### config.mk
export PLATFORM = sky130hd
export DESIGN_NAME = eid_edge_debounce
export DESIGN_NICKNAME = d
export VERILOG_FILES = /design/src/hdl/eid_pkg.sv /design/src/hdl/eid_edge_debounce.sv
export VERILOG_INCLUDE_DIRS = /design/src /design/src/hdl
export SDC_FILE = /design/constraint.sdc
export NUM_CORES = 1
export LEC_CHECK = 0
export BUFFER_PORTS_ARGS = -buffer_cell sky130_fd_sc_hd__buf_2
export CORE_UTILIZATION = 33
export CTS_BUF_LIST = sky130_fd_sc_hd__clkbuf_8
export DETAILED_ROUTE_END_ITERATION = 10
export GPL_TIMING_DRIVEN = 0
export PLACE_DENSITY_LB_ADDON = 0.3
export REMOVE_ABC_BUFFERS = 1
export SYNTH_ARGS = -nofsm -noshare
export SYNTH_HDL_FRONTEND = slang
export SYNTH_SLANG_ARGS = --single-unit
### constraint.sdc
create_clock -name i_core_clk -period 22 [get_ports i_core_clk]
set_input_delay 2.2 -clock i_core_clk [delete_from_list [all_inputs] [get_ports i_core_clk]]
set_output_delay 2.2 -clock i_core_clk [all_outputs]
set_load 0.02 [all_outputs]
### src/hdl/eid_defines.svh
/*
 * Register offsets, field positions, reset values and widths of the
 * external interrupt edge/debounce front end.
 * Assumes inclusion by bare name from the design module.
 */
`ifndef EID_DEFINES_SVH
`define EID_DEFINES_SVH

`define EID_NPIN 16
`define EID_NCHAN 17
`define EID_NMI_IDX 16

`define EID_OFF_CTRL 8'h00
`define EID_OFF_MODE 8'h04
`define EID_OFF_DEBEN 8'h08
`define EID_OFF_SENSE 8'h0C
`define EID_OFF_FILT 8'h10
`define EID_OFF_FLAG 8'h14
`define EID_OFF_MASK 8'h18
`define EID_OFF_LEVEL 8'h1C

`define EID_CTRL_EN 0
`define EID_CTRL_RATE 1
`define EID_CTRL_THR 2
`define EID_CTRL_DIV_LSB 4
`define EID_CTRL_DIV_MSB 7
`define EID_CTRL_NMI_SENSE_LSB 8
`define EID_CTRL_NMI_SENSE_MSB 9
`define EID_CTRL_RESET 10'h000

`define EID_THR_LOW 4'h4
`define EID_THR_HIGH 4'h8
`define EID_DIV_W 16

`endif

### src/hdl/eid_pkg.sv
/*
 * Types of the external interrupt edge/debounce front end.
 * Assumes nothing of its surroundings.
 */
package eid_pkg;
   typedef enum logic [1:0] {
      EID_SENSE_NONE = 2'b00,
      EID_SENSE_RISE = 2'b01,
      EID_SENSE_FALL = 2'b10,
      EID_SENSE_BOTH = 2'b11
   } eid_sense_t;
endpackage

### src/hdl/eid_edge_debounce.sv
/*
 * Edge detection for sixteen external interrupt pins and one non-maskable pin,
 * majority filter and debouncer for the sixteen external pins, with a strobe register port.
 * Assumes asynchronous pins, one 200 MHz clock and a master that never
 * asserts read and write strobes together.
 */
`timescale 1ns/1ps
`include "eid_defines.svh"

// Function
// - In synchronous edge mode each pin and the non-maskable pin are sampled on the core clock.
// - In synchronous edge mode a flag is set when the newest sample differs from the one before in a direction the pin's sense selects.
// - While the enable bit is set and any pin uses synchronous mode the block requests the controller clock.
// - In asynchronous mode an edge sets the flag through the same clocked sample path and the clock is not requested for it.
// - Both edge modes keep working in the Idle and Standby sleep states.
// - A debounced pin runs its debouncer in the form chosen by its edge mode select bit.
// - The debouncer derives a slow tick from a programmable divider of the controller clock.
// - Debouncing takes effect only when the pin senses rising, falling or both edges.
// - A debounced pin never has its majority filter active at the same time.
// - Each pin keeps a valid level and a counter that, while its debouncer is active, counts up on ticks with a differing sample.
// - An equal sample clears the counter, checked every clock or on ticks by the rate bit.
// - Synchronous debouncing validates after 4 differing ticks, or 8 with the threshold bit set.
// - Asynchronous debouncing always validates after 4 differing ticks.
// - Software can read the level of every pin, debounced on pins whose debouncer is active.
module eid_edge_debounce (
   input wire logic i_core_clk,
   input wire logic i_reset,
   input wire logic [15:0] i_irq_input_pin,
   input wire logic i_nmi_pin,
   input wire logic [7:0] i_addr,
   input wire logic [31:0] i_wdata,
   input wire logic i_wr,
   input wire logic i_rd,
   output logic [31:0] o_rdata,
   output logic o_irq,
   output logic o_nmi,
   output logic o_clk_request
);

   function automatic logic sense_hit(input logic [1:0] s, input logic rise, input logic fall);
      sense_hit = (s[0] & rise) | (s[1] & fall);
   endfunction

   logic [9:0] ctrl_reg;
   logic [16:0] mode_reg;
   logic [15:0] deb_en_reg;
   logic [31:0] sense_reg;
   logic [15:0] filt_en_reg;
   logic [16:0] flag_reg;
   logic [16:0] mask_reg;
   logic [16:0] sync1_reg;
   logic [16:0] sync2_reg;
   logic [16:0] samp_a_reg;
   logic [16:0] samp_b_reg;
   logic [16:0] fprev_reg;
   logic [16:0] valid_reg;
   logic [3:0] cnt_reg [0:16];
   logic [15:0] div_reg;
   logic [31:0] rdata_next;

   wire ctrl_en = ctrl_reg[`EID_CTRL_EN];
   wire rate_tick_only = ctrl_reg[`EID_CTRL_RATE];
   wire thr_high = ctrl_reg[`EID_CTRL_THR];
   wire [3:0] div_sel = ctrl_reg[`EID_CTRL_DIV_MSB:`EID_CTRL_DIV_LSB];
   wire [15:0] div_mask = 16'(({1'b0, 16'hFFFF} >> (5'd15 - {1'b0, div_sel})));
   // Tick every 2^(div_sel+1) clocks; slow activity window set by software
   wire tick = ((div_reg & div_mask) == div_mask);

   wire wr_ctrl = i_wr & (i_addr == `EID_OFF_CTRL);
   wire wr_mode = i_wr & (i_addr == `EID_OFF_MODE);
   wire wr_deb = i_wr & (i_addr == `EID_OFF_DEBEN);
   wire wr_sense = i_wr & (i_addr == `EID_OFF_SENSE);
   wire wr_filt = i_wr & (i_addr == `EID_OFF_FILT);
   wire wr_flag = i_wr & (i_addr == `EID_OFF_FLAG);
   wire wr_mask = i_wr & (i_addr == `EID_OFF_MASK);
   wire [16:0] flag_clr = wr_flag ? i_wdata[16:0] : 17'h00000;

   logic [1:0] sense [0:16];
   logic [16:0] deb_act;
   logic [16:0] filt_act;
   logic [16:0] filt_val;
   logic [16:0] edge_set;
   logic [16:0] differ;
   logic [16:0] validate;
   logic [16:0] bounce;
   logic [3:0] thr [0:16];
   logic [16:0] valid_next;
   logic [3:0] cnt_next [0:16];

   genvar g;
   generate
      for (g = 0; g < `EID_NCHAN; g++)
      begin : g_chan
         if (g == `EID_NMI_IDX)
         begin : g_nmi
            assign sense[g] = ctrl_reg[`EID_CTRL_NMI_SENSE_MSB:`EID_CTRL_NMI_SENSE_LSB];
            assign deb_act[g] = 1'b0;
            assign filt_act[g] = 1'b0;
         end
         else
         begin : g_ext
            assign sense[g] = sense_reg[2*g+1:2*g];
            assign deb_act[g] = deb_en_reg[g] & (sense[g] != eid_pkg::EID_SENSE_NONE);
            assign filt_act[g] = filt_en_reg[g] & ~deb_act[g];
         end
         // Majority of three samples when the filter is on
         assign filt_val[g] = filt_act[g] ?
            ((sync2_reg[g] & samp_a_reg[g]) | (sync2_reg[g] & samp_b_reg[g]) |
             (samp_a_reg[g] & samp_b_reg[g])) : sync2_reg[g];
         // Newest sample against the one before; same path in both edge modes
         assign edge_set[g] = sense_hit(sense[g], filt_val[g] & ~fprev_reg[g],
                                        ~filt_val[g] & fprev_reg[g]);
         assign differ[g] = sync2_reg[g] ^ valid_reg[g];
         assign thr[g] = (mode_reg[g] | ~thr_high) ? `EID_THR_LOW : `EID_THR_HIGH;
         assign validate[g] = deb_act[g] & tick & differ[g] & (cnt_reg[g] == thr[g] - 4'h1);
         assign bounce[g] = ~differ[g] & (rate_tick_only ? tick : 1'b1);
      end
   endgenerate

   wire [16:0] deb_set = validate & {sense_hit(sense[16], 1'b0, 1'b0),
      {16{1'b1}}} & {1'b0, 16'hFFFF};
   logic [16:0] set_ev;
   always_comb
   begin
      for (int i = 0; i < `EID_NCHAN; i++)
      begin
         // Validated edge is judged against the level it leaves
         set_ev[i] = ctrl_en & (deb_act[i] ?
            (deb_set[i] & sense_hit(sense[i], ~valid_reg[i], valid_reg[i])) :
            edge_set[i]);
      end
   end

   // Set beats a simultaneous write-one clear
   wire [16:0] flag_next = (flag_reg & ~flag_clr) | set_ev;
   // No sleep input: detection never stops while the enable bit is set and the clock runs
   wire clk_req_next = ctrl_en & |(~mode_reg);
   wire irq_next = |(flag_next[15:0] & mask_reg[15:0]);

   always_comb
   begin
      case (i_addr)
         `EID_OFF_CTRL: rdata_next = {22'h000000, ctrl_reg};
         `EID_OFF_MODE: rdata_next = {15'h0000, mode_reg};
         `EID_OFF_DEBEN: rdata_next = {16'h0000, deb_en_reg};
         `EID_OFF_SENSE: rdata_next = sense_reg;
         `EID_OFF_FILT: rdata_next = {16'h0000, filt_en_reg};
         `EID_OFF_FLAG: rdata_next = {15'h0000, flag_reg};
         `EID_OFF_MASK: rdata_next = {15'h0000, mask_reg};
         `EID_OFF_LEVEL: rdata_next = {15'h0000, valid_reg};
         default: rdata_next = 32'h00000000;
      endcase
   end

   always_ff @(posedge i_core_clk or posedge i_reset)
   begin
      if (i_reset)
      begin
         ctrl_reg <= `EID_CTRL_RESET;
         mode_reg <= 17'h00000;
         deb_en_reg <= 16'h0000;
         sense_reg <= 32'h00000000;
         filt_en_reg <= 16'h0000;
         mask_reg <= 17'h00000;
      end
      else
      begin
         if (wr_ctrl) ctrl_reg <= i_wdata[9:0];
         if (wr_mode) mode_reg <= i_wdata[16:0];
         if (wr_deb) deb_en_reg <= i_wdata[15:0];
         if (wr_sense) sense_reg <= i_wdata;
         if (wr_filt) filt_en_reg <= i_wdata[15:0];
         if (wr_mask) mask_reg <= i_wdata[16:0];
      end
   end

   // Pins cross into the clock domain before any logic looks at them
   always_ff @(posedge i_core_clk or posedge i_reset)
   begin
      if (i_reset)
      begin
         sync1_reg <= 17'h00000;
         sync2_reg <= 17'h00000;
         samp_a_reg <= 17'h00000;
         samp_b_reg <= 17'h00000;
         fprev_reg <= 17'h00000;
         div_reg <= 16'h0000;
      end
      else
      begin
         sync1_reg <= {i_nmi_pin, i_irq_input_pin};
         sync2_reg <= sync1_reg;
         samp_a_reg <= sync2_reg;
         samp_b_reg <= samp_a_reg;
         fprev_reg <= filt_val;
         div_reg <= ctrl_en ? div_reg + 16'h0001 : 16'h0000;
      end
   end

   generate
      for (g = 0; g < `EID_NCHAN; g++)
      begin : g_deb
         assign valid_next[g] = !deb_act[g] ? filt_val[g] :
            (validate[g] ? sync2_reg[g] : valid_reg[g]);
         // Validation or a bounce restarts the count
         assign cnt_next[g] = (!deb_act[g] || validate[g] || bounce[g]) ? 4'h0 :
            ((tick & differ[g]) ? cnt_reg[g] + 4'h1 : cnt_reg[g]);
      end
   endgenerate

   // One process owns every channel's level and counter
   always_ff @(posedge i_core_clk or posedge i_reset)
   begin
      if (i_reset)
      begin
         valid_reg <= 17'h00000;
         cnt_reg <= '{default: 4'h0};
      end
      else
      begin
         valid_reg <= valid_next;
         cnt_reg <= cnt_next;
      end
   end

   always_ff @(posedge i_core_clk or posedge i_reset)
   begin
      if (i_reset)
      begin
         flag_reg <= 17'h00000;
         o_irq <= 1'b0;
         o_nmi <= 1'b0;
         o_clk_request <= 1'b0;
         o_rdata <= 32'h00000000;
      end
      else
      begin
         flag_reg <= flag_next;
         o_irq <= irq_next;
         o_nmi <= flag_next[`EID_NMI_IDX];
         o_clk_request <= clk_req_next;
         o_rdata <= i_rd ? rdata_next : 32'h00000000;
      end
   end

   property p_sync_edge;
      @(posedge i_core_clk) disable iff (i_reset)
      (ctrl_en && !deb_act[0] && sense[0] == eid_pkg::EID_SENSE_BOTH &&
       filt_val[0] != fprev_reg[0]) |=> flag_reg[0];
   endproperty
   a_sync_edge: assert property (p_sync_edge) else $error("edge did not set flag");

   property p_clk_req;
      @(posedge i_core_clk) disable iff (i_reset)
      (ctrl_en && !mode_reg[0]) |=> o_clk_request;
   endproperty
   a_clk_req: assert property (p_clk_req) else $error("clock not requested");

   property p_async_noreq;
      @(posedge i_core_clk) disable iff (i_reset)
      (&mode_reg) |=> !o_clk_request;
   endproperty
   a_async_noreq: assert property (p_async_noreq)
      else $error("clock requested in async mode");

   // Debounce checks watch channel 1; channel 0 stays on the plain edge path
   property p_cnt_inc;
      @(posedge i_core_clk) disable iff (i_reset)
      (deb_act[1] && tick && differ[1] && !validate[1] && !bounce[1])
         |=> cnt_reg[1] == $past(cnt_reg[1]) + 4'h1;
   endproperty
   a_cnt_inc: assert property (p_cnt_inc) else $error("counter did not step");

   property p_bounce;
      @(posedge i_core_clk) disable iff (i_reset)
      (deb_act[1] && !rate_tick_only && !differ[1]) |=> cnt_reg[1] == 4'h0;
   endproperty
   a_bounce: assert property (p_bounce) else $error("bounce did not clear counter");

   property p_thr8;
      @(posedge i_core_clk) disable iff (i_reset)
      (deb_act[1] && !mode_reg[1] && thr_high && tick && differ[1] && cnt_reg[1] == 4'h6)
         |=> !validate[1] && cnt_reg[1] == 4'h7;
   endproperty
   a_thr8: assert property (p_thr8) else $error("validated before eight ticks");

   property p_async4;
      @(posedge i_core_clk) disable iff (i_reset)
      (deb_act[1] && mode_reg[1] && tick && differ[1] && cnt_reg[1] == 4'h3)
         |=> valid_reg[1] != $past(valid_reg[1]) && cnt_reg[1] == 4'h0;
   endproperty
   a_async4: assert property (p_async4) else $error("async threshold not four");

   property p_deb_excl;
      @(posedge i_core_clk) disable iff (i_reset)
      deb_act[1] |-> !filt_act[1];
   endproperty
   a_deb_excl: assert property (p_deb_excl) else $error("filter active with debouncer");

   property p_deb_sense;
      @(posedge i_core_clk) disable iff (i_reset)
      (sense[1] == eid_pkg::EID_SENSE_NONE) |-> !deb_act[1];
   endproperty
   a_deb_sense: assert property (p_deb_sense) else $error("debounce with no sense");

   property p_tick;
      @(posedge i_core_clk) disable iff (i_reset)
      (tick && !$changed(div_sel)) |=> !tick;
   endproperty
   a_tick: assert property (p_tick) else $error("tick longer than one cycle");

   property p_level;
      @(posedge i_core_clk) disable iff (i_reset)
      (i_rd && i_addr == `EID_OFF_LEVEL) |=> o_rdata[16:0] == $past(valid_reg);
   endproperty
   a_level: assert property (p_level) else $error("level readback wrong");

   property p_validate_flag;
      @(posedge i_core_clk) disable iff (i_reset)
      (ctrl_en && validate[1] && sense[1] == eid_pkg::EID_SENSE_BOTH)
         |=> (flag_reg[1] && cnt_reg[1] == 4'h0) ##1 (o_irq || !mask_reg[1]);
   endproperty
   a_validate_flag: assert property (p_validate_flag) else $error("validation lost");

   c_validate: cover property (@(posedge i_core_clk) disable iff (i_reset) validate[1]);
   c_nmi: cover property (@(posedge i_core_clk) disable iff (i_reset) o_nmi);
   c_set_clear: cover property (@(posedge i_core_clk) disable iff (i_reset)
      set_ev[0] && flag_clr[0]);

endmodule // eid_edge_debounce

* Word-level counts from Yosys, hierarchy flattened
Index checks and enable logic that the tools add are counted.
** Storage, ports and cells
- Bits in registers :: 340
- Output and inout bits :: 35
** Operators by class
- Add/subtract/negate cells :: 34
- Equal/unequal tests :: 40
- Shift operators :: 1
- Muxes and demuxes :: 117
- Bitwise operators :: 487
- Reductions and logical operators :: 83
** Operator list (count)
- 1-bit AND :: 301
- 32-bit case mux with 8 select lines :: 1
- 4-bit two-way mux :: 48
- 1-bit inverter :: 83
- 1-bit bitwise OR :: 81
- 1-bit two-way mux :: 65
- 4-bit by 1-bit adder with 4-bit output, second input constant :: 16
- 4-bit equality test :: 16
- 2-bit nonzero test :: 32
- 4-bit by 1-bit subtractor with 4-bit output, second input constant :: 16
- 17-bit inverter :: 2
- 16-bit AND :: 2
- 8-bit by 5-bit equality test with 1-bit output, second input constant :: 4
- 1-bit logical OR :: 32
- 32-bit two-way mux :: 1
- 2-bit by 1-bit != test with 1-bit output, second input constant :: 16
- 17-bit AND :: 1
- 17-bit two-way mux :: 1
- 17-bit bitwise OR :: 1
- 17-bit OR reduction :: 1
- 16-bit by 1-bit adder with 16-bit output, second input constant :: 1
- 16-bit equality test :: 1
- 8-bit by 4-bit equality test with 1-bit output, second input constant :: 2
- 1-bit zero test :: 16
- 7 further kinds :: 22

* Logic depth before layout (Yosys ltp)
- Depth in word-level cells :: 14
- Depth in mapped cells :: 11

* Worst setup path before layout
OpenSTA, ideal clock, no wires.
- Path kind :: input to register
- Start :: input port i_addr[2]
- End :: register o_irq
- Arrival :: 4107 ps
- Path slack :: 17745 ps
- Stages on the path :: 10
- Cell sequence :: buf_4 nor4bb_1 and3_1 buf_4 a21boi_1 a2111o_1 a311oi_1 nand4_1 a311oi_1 nand4_1
** Between the ends
- Cells in the longest elaborated chain, start to end :: 8
** Ends and longest elaborated chain
- from (decl) :: RTL line eid_edge_debounce.sv:30 : input wire logic [7:0] i_addr,
- 8-bit by 5-bit equality test with 1-bit output
- 1-bit AND :: RTL line eid_edge_debounce.sv:74 : wire wr_flag = i_wr & (i_addr == `EID_OFF_FLAG);
- 17-bit two-way mux :: RTL line eid_edge_debounce.sv:76 : wire [16:0] flag_clr = wr_flag ? i_wdata[16:0] : 17'h00000;
- 17-bit inverter :: RTL line eid_edge_debounce.sv:135 : wire [16:0] flag_next = (flag_reg & ~flag_clr) | set_ev;
- 17-bit AND :: RTL line eid_edge_debounce.sv:135
- 17-bit bitwise OR :: RTL line eid_edge_debounce.sv:135
- 16-bit AND :: RTL line eid_edge_debounce.sv:138 : wire irq_next = |(flag_next[15:0] & mask_reg[15:0]);
- 16-bit OR reduction :: RTL line eid_edge_debounce.sv:138
- via irq_next :: RTL line eid_edge_debounce.sv:138
- to (signal assigned) :: RTL line eid_edge_debounce.sv:239 : o_irq <= irq_next;
- to (decl) :: RTL line eid_edge_debounce.sv:35 : output logic o_irq,
The timed path passes the listed nets, and every way through them passes these cells.
A chain may end at the register's enable or synchronous reset.

* Worst setup path in the final report
- Start :: input port i_addr[3]
- End :: register o_irq
The elaborated chain is that of the path after synthesis.

==> out/metrics.csv <==
metric;value;unit
ff2ff_path_depth;7;
cts_buffer_depth;3;
reg2reg_from;ctrl_reg[4];
criticalPathCategory;input pin to flop;
async_reset_ff_share;100;%
cts_tree;done;
syn_avg_cell_area;11.0;um2
final-setup-viol-count;0;
r2r_setup_slack;17.19;ns
outcome;finished, final reports clean;
finalPower;1380;uW
max_freq;169;MHz
nets;1641;
io_buffers;95;
synthCells;1445;
synth_cell_types;77;
dr.first_iter.drc_count;1157;
p_leak;0.00822;uW
period_share;26.8;%
path_clk_slew;0.06;ns
hold_end;sync2_reg[3];
initial_core_util;33.4;%
drive_above_1_share;20.7;%
rsz0062_at_grt;no;
clk-insertion-delay-late;0.66;ns
drv_cap;0;
die-height;222;um
cp_max_fo;19;
end_kind;flop;
finClkSkew;0.0427;ns
fillers;4647;
grt_pass1_wl;71400;um
ys_seq_area_share;53.2;%
track_usage;18.8;%
maxSlewViolCount;0;
cts_made_buffers;58;
hold_viol_final;0;
worstHoldPathType;flop to flop;
whs_path_depth;0;
std_cell_rows;80;
cp-start-kind;input pin;
wl;45600;um
holdBufCountCts;0;
drc;0;
core_area;47600;um2
synth-warning-count;0;
root_buffer;clkbuf_8;
r2r_end;cnt_reg[55];
ios;96;
cts_setup_buffers;0;
synth_edf_count;0;
synth_seq_cells;338;
gp_congestion;0.849;
cp.arrival;6.38;ns
fin_crit;5.90;ns
drt-pass1-iter-count;5;
max-slew-margin-rel;7.18;%
post_cts_resized;0;
p_per_area;74.4;nW/um2
largest_reg_flops;64;
synth-main-ff-cell;dfrtp_1;
viasPerCell;5.45;
grt_overflow_total;0;
grt_start_max_net_pins;130;
clkSinkCount;338;
worst_pin_slew;1.39;ns
post_drt_wl_per_cell;20.5;um
ant_nets;0;
peakVddDrop;0.0475;mV
cts.htree.levels;2;
hold_start;sync1_reg[3];
die_x;222;um
critPathRequiredTime;22.48;ns
netlist_area;15900;um2
fin_tns_setup;0;ns
grt_pass1_vias;12000;
dp_hpwl;30200;um
antenna_found_initial;6;
vias;12100;
utilization;38.8;%
design.die.area;49100;um2
area_delta_synth_final;16.2;%
## layout make-up
type | instances | area [um2] | area share, %
Inverter | 27 | 109 | 0.589
Timing Repair Buffer | 107 | 696 | 3.76
Tap cell | 615 | 769 | 4.16
Antenna cell | 1 | 2.50 | 0.0135
Multi-Input combinational cell | 1031 | 7170 | 38.8
Clock inverter | 27 | 218 | 1.18
Sequential cell | 338 | 8460 | 45.8
Clock buffer | 77 | 1060 | 5.73
## power by group
group	total (uW)	internal (uW)	leakage (uW)	switching (uW)
clock	622	357	0.000719	265
combinational	83.3	33.0	0.00309	50.3
sequential	671	644	0.00442	27.2
## cell usage after synthesis, drive strengths merged (12+ instances only)
master / number / area, um2
a21o: 16 / 120
a21oi: 49 / 245
a221oi: 12 / 105
a22o: 14 / 123
a22oi: 32 / 240
a31oi: 38 / 238
and2: 37 / 231
and3: 19 / 119
buf: 16 / 83.8
clkbuf: 33 / 126
dfrtp: 338 / 8460
ha: 17 / 213
inv: 27 / 101
mux2: 113 / 1270
mux2i: 29 / 290
nand2: 138 / 518
nand2b: 19 / 119
nand3: 28 / 140
nand3b: 20 / 150
nand4: 23 / 144
nor2: 92 / 348
nor2b: 30 / 188
nor3b: 14 / 110
o21ai: 59 / 295
or3: 12 / 75.1
xnor2: 51 / 447
xor2: 34 / 298
## cells in the final DEF, fill, tap and decap left out, types with 12 or more instances in the layout
cell type    n
mux2_2     113
nand2_1    137
nand4_1     23
xor2_1      34
inv_1       42
ha_1        17
nand3b_1    20
a22oi_1     32
xnor2_1     51
a22o_1      14
or3_1       12
mux2i_1     29
nor2_1      89
nor3b_1     12
o21ai_0     51
nand2b_1    19
nor2b_1     30
a21oi_1     49
dfrtp_1    338
a21o_1      16
a221oi_1    12
buf_2       95
clkbuf_8    77
nand3_1     28
and2_1      35
a31oi_1     38
and3_1      19
## layer usage
metal | share of wire (%) | routed length, um | track usage (%)
met1 | 45 | 20700 | 26.2
met2 | 45 | 20400 | 28.8
met3 | 6.8 | 3110 | 4.23
met4 | 3.0 | 1370 | 6.27
met5 | 0.099 | 45 | 0
## kinds of logic (layout without fill, tap and decap cells)
group,count (synthesis),after routing,share of synthesized area (%)
xor+xnor,85,85,4.68
compound gates,308,308,13.3
mux,142,142,9.82
buf+inv,76,238,1.96
other cells,0,1,0
flops,338,338,53.2
simple gates,479,479,15.7
fa+ha+maj,17,17,1.34
## worst max-delay path, cell delays in order
cell and delay (ns):
buf_2 0.13, nor4_2 0.64, and3_1 1.10, a21boi_1 0.33, a2111o_1 0.57, a311oi_1 0.47
nand4_1 0.23, a311oi_1 0.49, nand4_1 0.19
## worst max path at each step
stage,start,to,slack [ns]
after detailed placement,i_addr[3],o_irq,15.62
after global routing,i_addr[3],o_irq,16.14
after global placement,i_reset,sync2_reg[13],6.31
after CTS,i_addr[3],o_irq,16.30
after floorplan,i_reset,cnt_reg[10],10.43
final,i_addr[3],o_irq,16.10
## metrics by stage
stage	std cells	instance area (um2)	hold WS [ns]	setup slack (ns)
after floorplan	1396	15700	0.331	10.43
after global placement	2106	16900	0.334	6.31
after detailed placement	2118	17200	0.335	15.62
after CTS	2222	18500	0.347	16.30
after global routing	2222	18500	0.350	16.14
final	2223	18500	0.342	16.10
No activity file was read; power rests on OpenSTA's default activity.
